`src/rtl/fta_pkg.sv`:
```
package fta_pkg;

    // pointer geometry
    localparam int PTR_W = 22;
    localparam int ARRAY_ADDR_W = 21;
    localparam int SPACE_BIT = 21;
    localparam int UPPER_W = 6;
    localparam int HOLD_SEL_W = 3;
    localparam int HOLD_COUNT = 8;
    localparam int BLOCK_LSB = 3;
    localparam int ROW_LSB = 6;
    localparam int HOLD_DATA_W = 64;

    // table pointer update modes
    localparam logic [1:0] MODE_KEEP = 2'h0;
    localparam logic [1:0] MODE_POST_INC = 2'h1;
    localparam logic [1:0] MODE_POST_DEC = 2'h2;
    localparam logic [1:0] MODE_PRE_INC = 2'h3;

    // memory control register bit positions
    localparam int CTRL_PROG_SPACE = 7;
    localparam int CTRL_CFG_SPACE = 6;
    localparam int CTRL_ROW_ERASE = 4;
    localparam int CTRL_WR_ABORT = 3;
    localparam int CTRL_WR_ENABLE = 2;
    localparam int CTRL_WR_START = 1;
    localparam logic [7:0] CTRL_RESET = 8'h00;

    // unlock key bytes
    localparam logic [7:0] UNLOCK_KEY1 = 8'h55;
    localparam logic [7:0] UNLOCK_KEY2 = 8'haa;

    // timed operation length
    localparam int CLK_MHZ = 25;
    localparam int LONG_WRITE_US = 2000;
    localparam int LONG_WRITE_CYCLES = LONG_WRITE_US * CLK_MHZ;
    localparam int TIMER_W = 16;

    // sequencer states
    typedef enum logic [1:0] {
        ST_IDLE = 2'b00,
        ST_KEY1 = 2'b01,
        ST_ARMED = 2'b10,
        ST_BUSY = 2'b11
    } fta_state_t;

endpackage

```
`src/rtl/fta_flash_table_access.sv`:
```
`timescale 1ns/1ns
`default_nettype none

module fta_flash_table_access #(
    parameter int LONG_WRITE_CYCLES = fta_pkg::LONG_WRITE_CYCLES
) (
    input wire logic clk_sys,
    input wire logic rst_b,
    input wire logic [7:0] wr_data,
    input wire logic ptr_upper_wr,
    input wire logic ptr_high_wr,
    input wire logic ptr_low_wr,
    input wire logic latch_wr,
    input wire logic table_read_op,
    input wire logic table_write_op,
    input wire logic [1:0] table_mode,
    input wire logic ctrl_wr,
    input wire logic unlock_wr,
    input wire logic irq_flag_clr,
    input wire logic abort_req,
    input wire logic [15:0] flash_rdata,
    output logic [21:0] table_pointer_ff,
    output logic [7:0] table_latch_ff,
    output logic [7:0] memory_control_reg_ff,
    output logic write_done_irq_flag_ff,
    output logic core_stall_ff,
    output logic [21:0] flash_addr_ff,
    output logic flash_rd_ff,
    output logic flash_erase_ff,
    output logic flash_prog_ff,
    output logic flash_abort_ff,
    output logic [63:0] hold_data_ff
);

    // one automatic step on the array part of the pointer
    function automatic logic [21:0] fta_ptr_step(input logic [21:0] p, input logic up);
        logic [20:0] low;
        low = up ? (p[20:0] + 21'h000001) : (p[20:0] - 21'h000001);
        return {p[fta_pkg::SPACE_BIT], low};
    endfunction

    // clear the low address bits below an operation's boundary
    function automatic logic [21:0] fta_align(input logic [21:0] p, input int lsb);
        logic [21:0] mask;
        mask = ~((22'h000001 << lsb) - 22'h000001);
        return p & mask;
    endfunction

    localparam logic [15:0] TIMER_LAST = 16'(LONG_WRITE_CYCLES - 1);

    fta_pkg::fta_state_t st_ff;
    fta_pkg::fta_state_t nxt_st;
    logic [15:0] timer_ff;
    logic [15:0] nxt_timer;
    logic rd_pend_ff;
    logic op_erase_ff;

    // control bits in view
    wire busy = (st_ff == fta_pkg::ST_BUSY);
    wire prog_space = memory_control_reg_ff[fta_pkg::CTRL_PROG_SPACE];
    wire cfg_space = memory_control_reg_ff[fta_pkg::CTRL_CFG_SPACE];
    wire row_erase = memory_control_reg_ff[fta_pkg::CTRL_ROW_ERASE];
    wire wr_abort = memory_control_reg_ff[fta_pkg::CTRL_WR_ABORT];
    wire wr_enable = memory_control_reg_ff[fta_pkg::CTRL_WR_ENABLE];
    wire wr_start = memory_control_reg_ff[fta_pkg::CTRL_WR_START];

    // core strobes, ignored while the core is stalled
    wire tbl_rd = table_read_op & ~busy;
    wire tbl_wt = table_write_op & ~busy;
    wire tbl_op = tbl_rd | tbl_wt;
    wire ctrl_take = ctrl_wr & ~busy;
    wire unlock_take = unlock_wr & ~busy;
    wire other_access = ptr_upper_wr | ptr_high_wr | ptr_low_wr | latch_wr | tbl_op;

    // pointer arithmetic for table operations
    wire [21:0] ptr_inc = fta_ptr_step(table_pointer_ff, 1'b1);
    wire [21:0] ptr_dec = fta_ptr_step(table_pointer_ff, 1'b0);
    wire pre_inc = (table_mode == fta_pkg::MODE_PRE_INC);
    wire [21:0] acc_addr = pre_inc ? ptr_inc : table_pointer_ff;
    wire [21:0] ptr_after =
        (table_mode == fta_pkg::MODE_KEEP) ? table_pointer_ff :
        (table_mode == fta_pkg::MODE_POST_DEC) ? ptr_dec : ptr_inc;

    // direct byte writes into the three pointer bytes
    wire [21:0] ptr_u = {wr_data[fta_pkg::UPPER_W-1:0], table_pointer_ff[15:0]};
    wire [21:0] ptr_h = {table_pointer_ff[21:16], wr_data, table_pointer_ff[7:0]};
    wire [21:0] ptr_l = {table_pointer_ff[21:8], wr_data};
    wire [21:0] nxt_ptr =
        busy ? table_pointer_ff :
        tbl_op ? ptr_after :
        ptr_upper_wr ? ptr_u :
        ptr_high_wr ? ptr_h :
        ptr_low_wr ? ptr_l : table_pointer_ff;

    // unlock qualification and start decision
    wire key1_hit = unlock_take & (wr_data == fta_pkg::UNLOCK_KEY1);
    wire key2_hit = unlock_take & (wr_data == fta_pkg::UNLOCK_KEY2);
    wire start_req = ctrl_take & wr_data[fta_pkg::CTRL_WR_START];
    wire start_ok = wr_data[fta_pkg::CTRL_WR_ENABLE] & wr_data[fta_pkg::CTRL_PROG_SPACE];
    wire start = (st_ff == fta_pkg::ST_ARMED) & start_req & start_ok;
    wire start_erase = wr_data[fta_pkg::CTRL_ROW_ERASE];
    wire start_cfg = wr_data[fta_pkg::CTRL_CFG_SPACE];

    // timer end and reset abort of a running operation
    wire done = busy & (timer_ff == 16'h0000) & ~abort_req;
    wire abort_hit = busy & abort_req;

    // target address of the timed operation, aligned to its unit
    wire [21:0] op_base = {table_pointer_ff[fta_pkg::SPACE_BIT] | start_cfg,
        table_pointer_ff[20:0]};
    wire [21:0] op_addr = start_erase ? fta_align(op_base, fta_pkg::ROW_LSB) :
        fta_align(op_base, fta_pkg::BLOCK_LSB);

    // unlock sequencer and timed operation
    always_comb begin
        nxt_st = st_ff;
        nxt_timer = timer_ff;
        case (st_ff)
            fta_pkg::ST_IDLE: begin
                if (key1_hit) begin
                    nxt_st = fta_pkg::ST_KEY1;
                end
            end
            fta_pkg::ST_KEY1: begin
                if (key2_hit) begin
                    nxt_st = fta_pkg::ST_ARMED;
                end else if (key1_hit) begin
                    nxt_st = fta_pkg::ST_KEY1;
                end else if (unlock_take | ctrl_take | other_access) begin
                    nxt_st = fta_pkg::ST_IDLE;
                end
            end
            fta_pkg::ST_ARMED: begin
                if (start) begin
                    nxt_st = fta_pkg::ST_BUSY;
                    nxt_timer = TIMER_LAST;
                end else if (key1_hit) begin
                    nxt_st = fta_pkg::ST_KEY1;
                end else if (unlock_take | ctrl_take | other_access) begin
                    nxt_st = fta_pkg::ST_IDLE;
                end
            end
            fta_pkg::ST_BUSY: begin
                if (done | abort_hit) begin
                    nxt_st = fta_pkg::ST_IDLE;
                end else begin
                    nxt_timer = timer_ff - 16'h0001;
                end
            end
            default: begin
                nxt_st = fta_pkg::ST_IDLE;
            end
        endcase
        if (abort_req & ~busy) begin
            nxt_st = fta_pkg::ST_IDLE;
        end
    end

    // control register next value, bit by bit
    wire nxt_prog_space = ctrl_take ? wr_data[fta_pkg::CTRL_PROG_SPACE] : prog_space;
    wire nxt_cfg_space = ctrl_take ? wr_data[fta_pkg::CTRL_CFG_SPACE] : cfg_space;
    wire nxt_row_erase = (done & op_erase_ff) ? 1'b0 :
        ctrl_take ? wr_data[fta_pkg::CTRL_ROW_ERASE] : row_erase;
    wire nxt_wr_abort = abort_hit ? 1'b1 :
        ctrl_take ? wr_data[fta_pkg::CTRL_WR_ABORT] : wr_abort;
    wire nxt_wr_enable = ctrl_take ? wr_data[fta_pkg::CTRL_WR_ENABLE] : wr_enable;
    wire nxt_wr_start = start ? 1'b1 : (done | abort_hit) ? 1'b0 : wr_start;
    wire [7:0] nxt_ctrl = {nxt_prog_space, nxt_cfg_space, 1'b0, nxt_row_erase,
        nxt_wr_abort, nxt_wr_enable, nxt_wr_start, 1'b0};

    // completion flag, a new completion wins over a clear
    wire nxt_irq_flag = done ? 1'b1 : irq_flag_clr ? 1'b0 : write_done_irq_flag_ff;

    // byte picked from the returned word
    wire [7:0] rd_byte = flash_addr_ff[0] ? flash_rdata[15:8] : flash_rdata[7:0];
    wire [7:0] nxt_latch = rd_pend_ff ? rd_byte :
        (latch_wr & ~busy) ? wr_data : table_latch_ff;

    // holding register slot written by a table write
    wire [5:0] hold_lsb = {acc_addr[fta_pkg::HOLD_SEL_W-1:0], 3'b000};
    wire [21:0] nxt_flash_addr = tbl_rd ? acc_addr :
        start ? op_addr : flash_addr_ff;

    // stall and operation kind, held for the whole timed operation
    wire nxt_stall = start | (busy & ~done & ~abort_hit);
    wire nxt_op_erase = start ? start_erase : op_erase_ff;

    // sequencer state and timer
    always_ff @(posedge clk_sys or negedge rst_b) begin
        if (!rst_b) begin
            st_ff <= fta_pkg::ST_IDLE;
            timer_ff <= 16'h0000;
        end else begin
            st_ff <= nxt_st;
            timer_ff <= nxt_timer;
        end
    end

    // table pointer
    always_ff @(posedge clk_sys or negedge rst_b) begin
        if (!rst_b) begin
            table_pointer_ff <= 22'h000000;
        end else begin
            table_pointer_ff <= nxt_ptr;
        end
    end

    // control register and completion flag
    always_ff @(posedge clk_sys or negedge rst_b) begin
        if (!rst_b) begin
            memory_control_reg_ff <= fta_pkg::CTRL_RESET;
            write_done_irq_flag_ff <= 1'b0;
        end else begin
            memory_control_reg_ff <= nxt_ctrl;
            write_done_irq_flag_ff <= nxt_irq_flag;
        end
    end

    // core stall and kind of the running operation
    always_ff @(posedge clk_sys or negedge rst_b) begin
        if (!rst_b) begin
            core_stall_ff <= 1'b0;
            op_erase_ff <= 1'b0;
        end else begin
            core_stall_ff <= nxt_stall;
            op_erase_ff <= nxt_op_erase;
        end
    end

    // table latch and pending read
    always_ff @(posedge clk_sys or negedge rst_b) begin
        if (!rst_b) begin
            table_latch_ff <= 8'h00;
            rd_pend_ff <= 1'b0;
        end else begin
            table_latch_ff <= nxt_latch;
            rd_pend_ff <= tbl_rd;
        end
    end

    // array read strobe and address
    always_ff @(posedge clk_sys or negedge rst_b) begin
        if (!rst_b) begin
            flash_rd_ff <= 1'b0;
            flash_addr_ff <= 22'h000000;
        end else begin
            flash_rd_ff <= tbl_rd;
            flash_addr_ff <= nxt_flash_addr;
        end
    end

    // holding registers, touched only by table writes
    always_ff @(posedge clk_sys or negedge rst_b) begin
        if (!rst_b) begin
            hold_data_ff <= 64'h0000000000000000;
        end else if (tbl_wt) begin
            hold_data_ff[hold_lsb +: 8] <= table_latch_ff;
        end
    end

    // array erase and program pulses
    always_ff @(posedge clk_sys or negedge rst_b) begin
        if (!rst_b) begin
            flash_erase_ff <= 1'b0;
            flash_prog_ff <= 1'b0;
        end else begin
            flash_erase_ff <= start & start_erase;
            flash_prog_ff <= start & ~start_erase;
        end
    end

    // array abort pulse
    always_ff @(posedge clk_sys or negedge rst_b) begin
        if (!rst_b) begin
            flash_abort_ff <= 1'b0;
        end else begin
            flash_abort_ff <= abort_hit;
        end
    end

endmodule // fta_flash_table_access

`default_nettype wire

```
`config.mk`:
```
export PLATFORM = sky130hd
export DESIGN_NAME = fta_flash_table_access
export DESIGN_NICKNAME = d
export VERILOG_FILES = /design/src/rtl/fta_pkg.sv /design/src/rtl/fta_flash_table_access.sv
export SDC_FILE = /design/constraint.sdc
export NUM_CORES = 1
export LEC_CHECK = 0
export BUFFER_PORTS_ARGS = -buffer_cell sky130_fd_sc_hd__buf_2
export CORE_MARGIN = 2
export CORE_UTILIZATION = 30
export CTS_CLUSTER_DIAMETER = 150
export DETAILED_ROUTE_END_ITERATION = 8
export HOLD_SLACK_MARGIN = 0.03
export MAX_ROUTING_LAYER = met4
export SYNTH_ARGS = -nofsm -noshare
export SYNTH_HDL_FRONTEND = slang
export SYNTH_SLANG_ARGS = --single-unit
```
`constraint.sdc`:
```
create_clock -name clk_sys -period 2.9 [get_ports clk_sys]
set_input_delay 0.29 -clock clk_sys [delete_from_list [all_inputs] [get_ports clk_sys]]
set_output_delay 0.29 -clock clk_sys [all_outputs]
set_load 0.01 [all_outputs]
```
# ---- Word-level counts from Yosys, hierarchy flattened
# Index checks and enable logic that the tools add are counted.
dict set report word_totals {
  ff_bits 147
  input_bits 38
  output_inout_bits 130
  word_cells 128
}
dict set report op_classes {
  n_addsub 4
  n_eq_ne 14
  shift 2
  n_mux 33
  bitwise 36
  n_reduce_logical 19
}
# cell count
set ops {}
lappend ops {{two-way mux 22 bit} 4}
lappend ops {{bitwise mux 64 bit} 1}
lappend ops {{variable shift 8 x 8 -> 64 bit (first input constant)} 1}
lappend ops {{indexed part select 8 x 8 -> 64 bit} 1}
lappend ops {{two-way mux 21 bit} 3}
lappend ops {{two-way mux 16 bit} 3}
lappend ops {{two-way mux 8 bit} 4}
lappend ops {{case mux 16 bit (2 select lines)} 1}
lappend ops {{adder 21 x 1 -> 21 bit (second input constant)} 1}
lappend ops {{subtractor 21 x 1 -> 21 bit (second input constant)} 1}
lappend ops {{bitwise AND 1 bit} 20}
lappend ops {{nonzero test 2 bit} 10}
lappend ops {{zero test 16 bit} 1}
lappend ops {{subtractor 16 x 1 -> 16 bit (second input constant)} 1}
lappend ops {{two-way mux 2 bit} 7}
lappend ops {{OR 1 bit} 10}
lappend ops {{AND reduction 3 bit} 3}
lappend ops {{== test 2 bit (second input constant)} 4}
lappend ops {{== test 8 x 7 -> 1 bit (second input constant)} 1}
lappend ops {{== test 8 bit (second input constant)} 1}
lappend ops {{two-way mux 1 bit} 8}
lappend ops {{negator 6 -> 8 bit} 1}
lappend ops {{case mux 2 bit (4 select lines)} 1}
lappend ops {{two-way mux 6 bit} 1}
lappend ops {{other kinds (10)} 19}

# ---- Depth between registers and ports, before layout
dict set report depth {
  depth_word 11
  ltp_mapped 11
  mapped_depth_nobuf 10
}

# ---- Worst setup path after synthesis
# OpenSTA, ideal clock, no wires.
dict set report synth_path {
  kind {register to register}
  startpoint {reg table_pointer_ff[0]}
  endpoint {reg hold_data_ff[10]}
  setup_ps 125
  arrival_ps 2560
  t_required_ps 2775
  setup_slack_ps 215
  path_stages_with_launch 12
  path_buffers 1
  path_cell_list {dfrtp_1 > inv_1 > ha_1 > mux2i_1 > ha_1 > ha_1 > inv_1 > o2111ai_1 > nor2_1 > and3_1 > clkbuf_1 > mux2_2}
}
dict set report synth_via {
  elab_chain_cells 5
  word_cells_on_any_way 6
}
# item line_no
set synth_rtl {}
lappend synth_rtl {{start: declaration} fta_flash_table_access.sv:22} ;# output logic [21:0] table_pointer_ff,
lappend synth_rtl {{start signal: assignment} fta_flash_table_access.sv:204} ;# table_pointer_ff <= nxt_ptr;
lappend synth_rtl {{adder 21 x 1 -> 21 bit} --}
lappend synth_rtl {{two-way mux 21 bit *} fta_flash_table_access.sv:79} ;# wire [21:0] acc_addr = pre_inc ? ptr_inc : table_pointer_ff;
lappend synth_rtl {{negator 6 -> 8 bit *} fta_flash_table_access.sv:257} ;# hold_data_ff[hold_lsb +: 8] <= table_latch_ff;
lappend synth_rtl {{indexed part select 8 x 8 -> 64 bit / variable shift 8 x 8 -> 64 bit (equally long branches)} fta_flash_table_access.sv:257}
lappend synth_rtl {{bitwise mux 64 bit *} fta_flash_table_access.sv:257}
lappend synth_rtl {{end signal: indexed assignment} fta_flash_table_access.sv:257}
lappend synth_rtl {{end: declaration} fta_flash_table_access.sv:32} ;# output logic [63:0] hold_data_ff
# Every way passes the cells marked *; elsewhere a longest branch is shown, timed or not.
# A chain may end at the register's enable or synchronous reset.

# ---- Worst setup path in the final report
dict set report layout_path {
  startpoint {reg table_pointer_ff[0]}
  endpoint {reg hold_data_ff[14]}
}
# The elaborated chain is that of the path after synthesis.

==> out/qor.yml <==
layout:
  fill_cells: 2563
  syn_to_final_growth_pct: 25.13
  multi_input_area_um2: 3764
  seq_area_um2: 3679
  finalInstanceArea_um2: 9669
  final_common_cell: "buf_2"
  utilization_pct: 38.29
  most-common-layout-cells: "buf_2, dfrtp_1, nand2_1"
  final_nets: 998
  drive_gt1_share_pct: 33.09
clocking:
  numCtsBuffers: 17
  path_clk_slew_ns: 0.07
  clockBufferDepth: 2
  cts.sinks: 147
  clock_latency_ns: 0.44
  clockRootBuffer: "clkbuf_16"
  cts_tree: "done"
  cts-htree-levels: 4
  ctsResizeCount: 0
flow_run:
  cap_violations: 0
timing:
  fin_tns_setup_ns: 0
  maxSlewViolCount: 0
  setup_slack_ns: 0.2004
  fmax_mhz: 370.4
  tightest_slew_ns: 1.172
  grt_setup_unrepaired: "no"
  post-route-period-util_pct: 93.09
  period_needed_ns: 2.700
  setup_viol: 0
  max_slew_margin_pct: 20.66
  skew_ns: 0.01327
  hold_viol: 0
floorplan:
  die_x_um: 164.5
  die_h_um: 164.5
  rows: 58
  start_util_pct: 30.60
  core-area_um2: 25250
  ioPinCount: 168
  die_area_um2: 27060
power_and_ir_drop:
  p_seq_share_pct: 38.9
  p_total_mw: 8.018
  powerDensity_nw_per_um2: 829.3
  p_clk_share_pct: 28.0
  p_leak_nw: 4.505
  power.switching_mw: 3.017
  internal-power_mw: 5.001
  max-vdd-ir-drop_uv: 410.7
  pwr-share-comb_pct: 33.1
  switching_share_pct: 37.62
global_route:
  antenna_found_initial: 3
  grt_usage_pct: 19.35
  grt-ovfl-total: 0
  grt_pass1_vias: 6653
  grt_start_max_net_pins: 54
  grt_pass1_wl_um: 39100
routing:
  drt-pass1-iter-count: 5
  vias: 7060
  wirelength_um: 25310
  drt_iter0_drc: 577
  wire_per_inst_um: 19.45
  routed_via_density: 5.427
  drc: 0
  ant_nets: 0
outcome:
  status: "completed"
logic_synthesis:
  avgSynthCellArea_um2: 9.831
  ys_seq_area_share_pct: 47.60
  synth_area_um2: 7727
  synth_flop_cell: "dfrtp_1"
  ys_warn_count: 0
  synthArstFlopShare_pct: 100.0
  ys_types: 76
  synth_edf_count: 0
  ys_ff_latch: 147
  synthCells: 786
place:
  port_buffers: 165
  preCtsSetupSlack_ns: 0.2338
  dp.final_hpwl_um: 18200
  place_congestion: 0.9028
  placed_area_um2: 9041
critical_path:
  r2r_slack_ns: 0.20
  r2r-end: "hold_data_ff[14]"
  ff2ff_path_depth: 10
  critPathMaxFanout: 8
  r2r_start: "table_pointer_ff[0]"
  crit_type: "flop to flop"
  cp-end-kind: "flop"
  cp.arrival_ns: 3.02
  worst_ep_required_time_ns: 3.22
  start_kind: "flop"
worst_hold_path:
  min_path_type: "input port to flop"
  hp-start: "abort_req"
  min_to: "st_ff[1]"
  hold_depth: 2
-- synthesized netlist by cell type (3+ instances only) --
cell type,number,area share [%]
nor4_1,15,1.2
o21ai_0,56,3.6
o22ai_1,5,0.40
a21oi_1,29,1.9
o311ai_0,5,0.57
a21o_1,5,0.49
a211oi_1,3,0.29
nand3_1,34,2.2
nor2_1,44,2.1
or4b_2,4,0.52
o21a_1,3,0.29
clkbuf_1,45,2.2
mux2_2,68,9.9
a32oi_1,6,0.68
o31ai_1,5,0.49
or3_1,10,0.81
dfrtp_1,147,48
xnor2_1,4,0.45
or4_1,12,1.2
o211ai_1,12,1.2
a31oi_1,14,1.1
nor3_1,20,1.3
buf_2,3,0.19
o2bb2ai_1,4,0.45
nand4_1,22,1.8
mux2i_1,13,1.7
nor2b_1,12,0.97
nand2_1,82,4.0
or2_2,3,0.24
inv_1,21,1.0
and3_1,7,0.57
o31a_1,5,0.57
ha_1,6,0.97
-- worst max path at each step --
stage | start | endpoint | depth (start not counted)
CTS | table_pointer_ff[0] | hold_data_ff[9] | 10
detailed placement | table_pointer_ff[0] | hold_data_ff[10] | 10
floorplan | table_pointer_ff[0] | hold_data_ff[10] | 11
global placement | table_pointer_ff[0] | hold_data_ff[11] | 10
finish | table_pointer_ff[0] | hold_data_ff[14] | 10
global route | table_pointer_ff[0] | hold_data_ff[13] | 10
-- logic make-up after synthesis --
family	Yosys count	share of synthesized area, %
simple gates	288	19.54
compound gates	182	15.59
flops	147	47.60
mux	81	11.59
buf+inv	74	3.837
fa+ha+maj	7	1.101
xor+xnor	6	0.6800
other cells	1	0.04853
-- what timing repair did --
action,in CTS,in global routing
setup endpoints to repair,0,0
hold endpoints to repair,47,0
hold buffers,1,0
setup buffers,0,0
-- per-stage QoR --
stage / instances / hold slack (ns)
final: 1301 / 0.04073
after global routing: 1300 / 0.04732
after CTS: 1297 / 0.03210
after detailed placement: 1264 / 0.2876
after global placement: 1264 / 0.2821
after floorplan: 787 / -0.005591
-- area by class of cell --
cell class	count	area share [%]
inverter	21	0.8152
antenna	4	0.1035
multi-input combinational	566	38.92
tap	330	4.270
clock buffer	17	4.400
clock inverter	15	1.889
sequential	147	38.04
timing repair buffer	201	11.56
-- sequential cells by signal, indices dropped and copies added (netlist names), 2 cells and up --
register / cells
flash_addr_ff: 22
hold_data_ff: 64
memory_control_reg_ff: 6
st_ff: 2
table_latch_ff: 8
table_pointer_ff: 22
timer_ff: 16
-- worst max-delay path: stages (launching register included) --
cell       delay (ns)
dfrtp_1          0.36
inv_1            0.12
ha_1             0.36
mux2i_1          0.11
ha_1             0.20
ha_1             0.19
inv_1            0.06
o2111ai_1        0.13
nor2_1           0.22
and3_1           0.45
mux2_2           0.38
-- layer usage --
metal	GRT usage [%]	part of all wire, %
met3	4.571	7.2
met2	28.91	45
met4	5.613	1.7
met1	26.22	46
met5	-	0
-- power by group through the flow --
stage	Sequential, mW	Combinational, mW	Clock (mW)
2_1_floorplan	3.30	1.30	0
6_report	3.12	2.66	2.25
4_1_cts	3.12	2.66	2.29
3_5_place_dp	3.16	2.65	0
3_3_place_gp	3.15	2.60	0
5_1_grt	3.21	2.90	2.38
(Power assumes the default switching activity.)
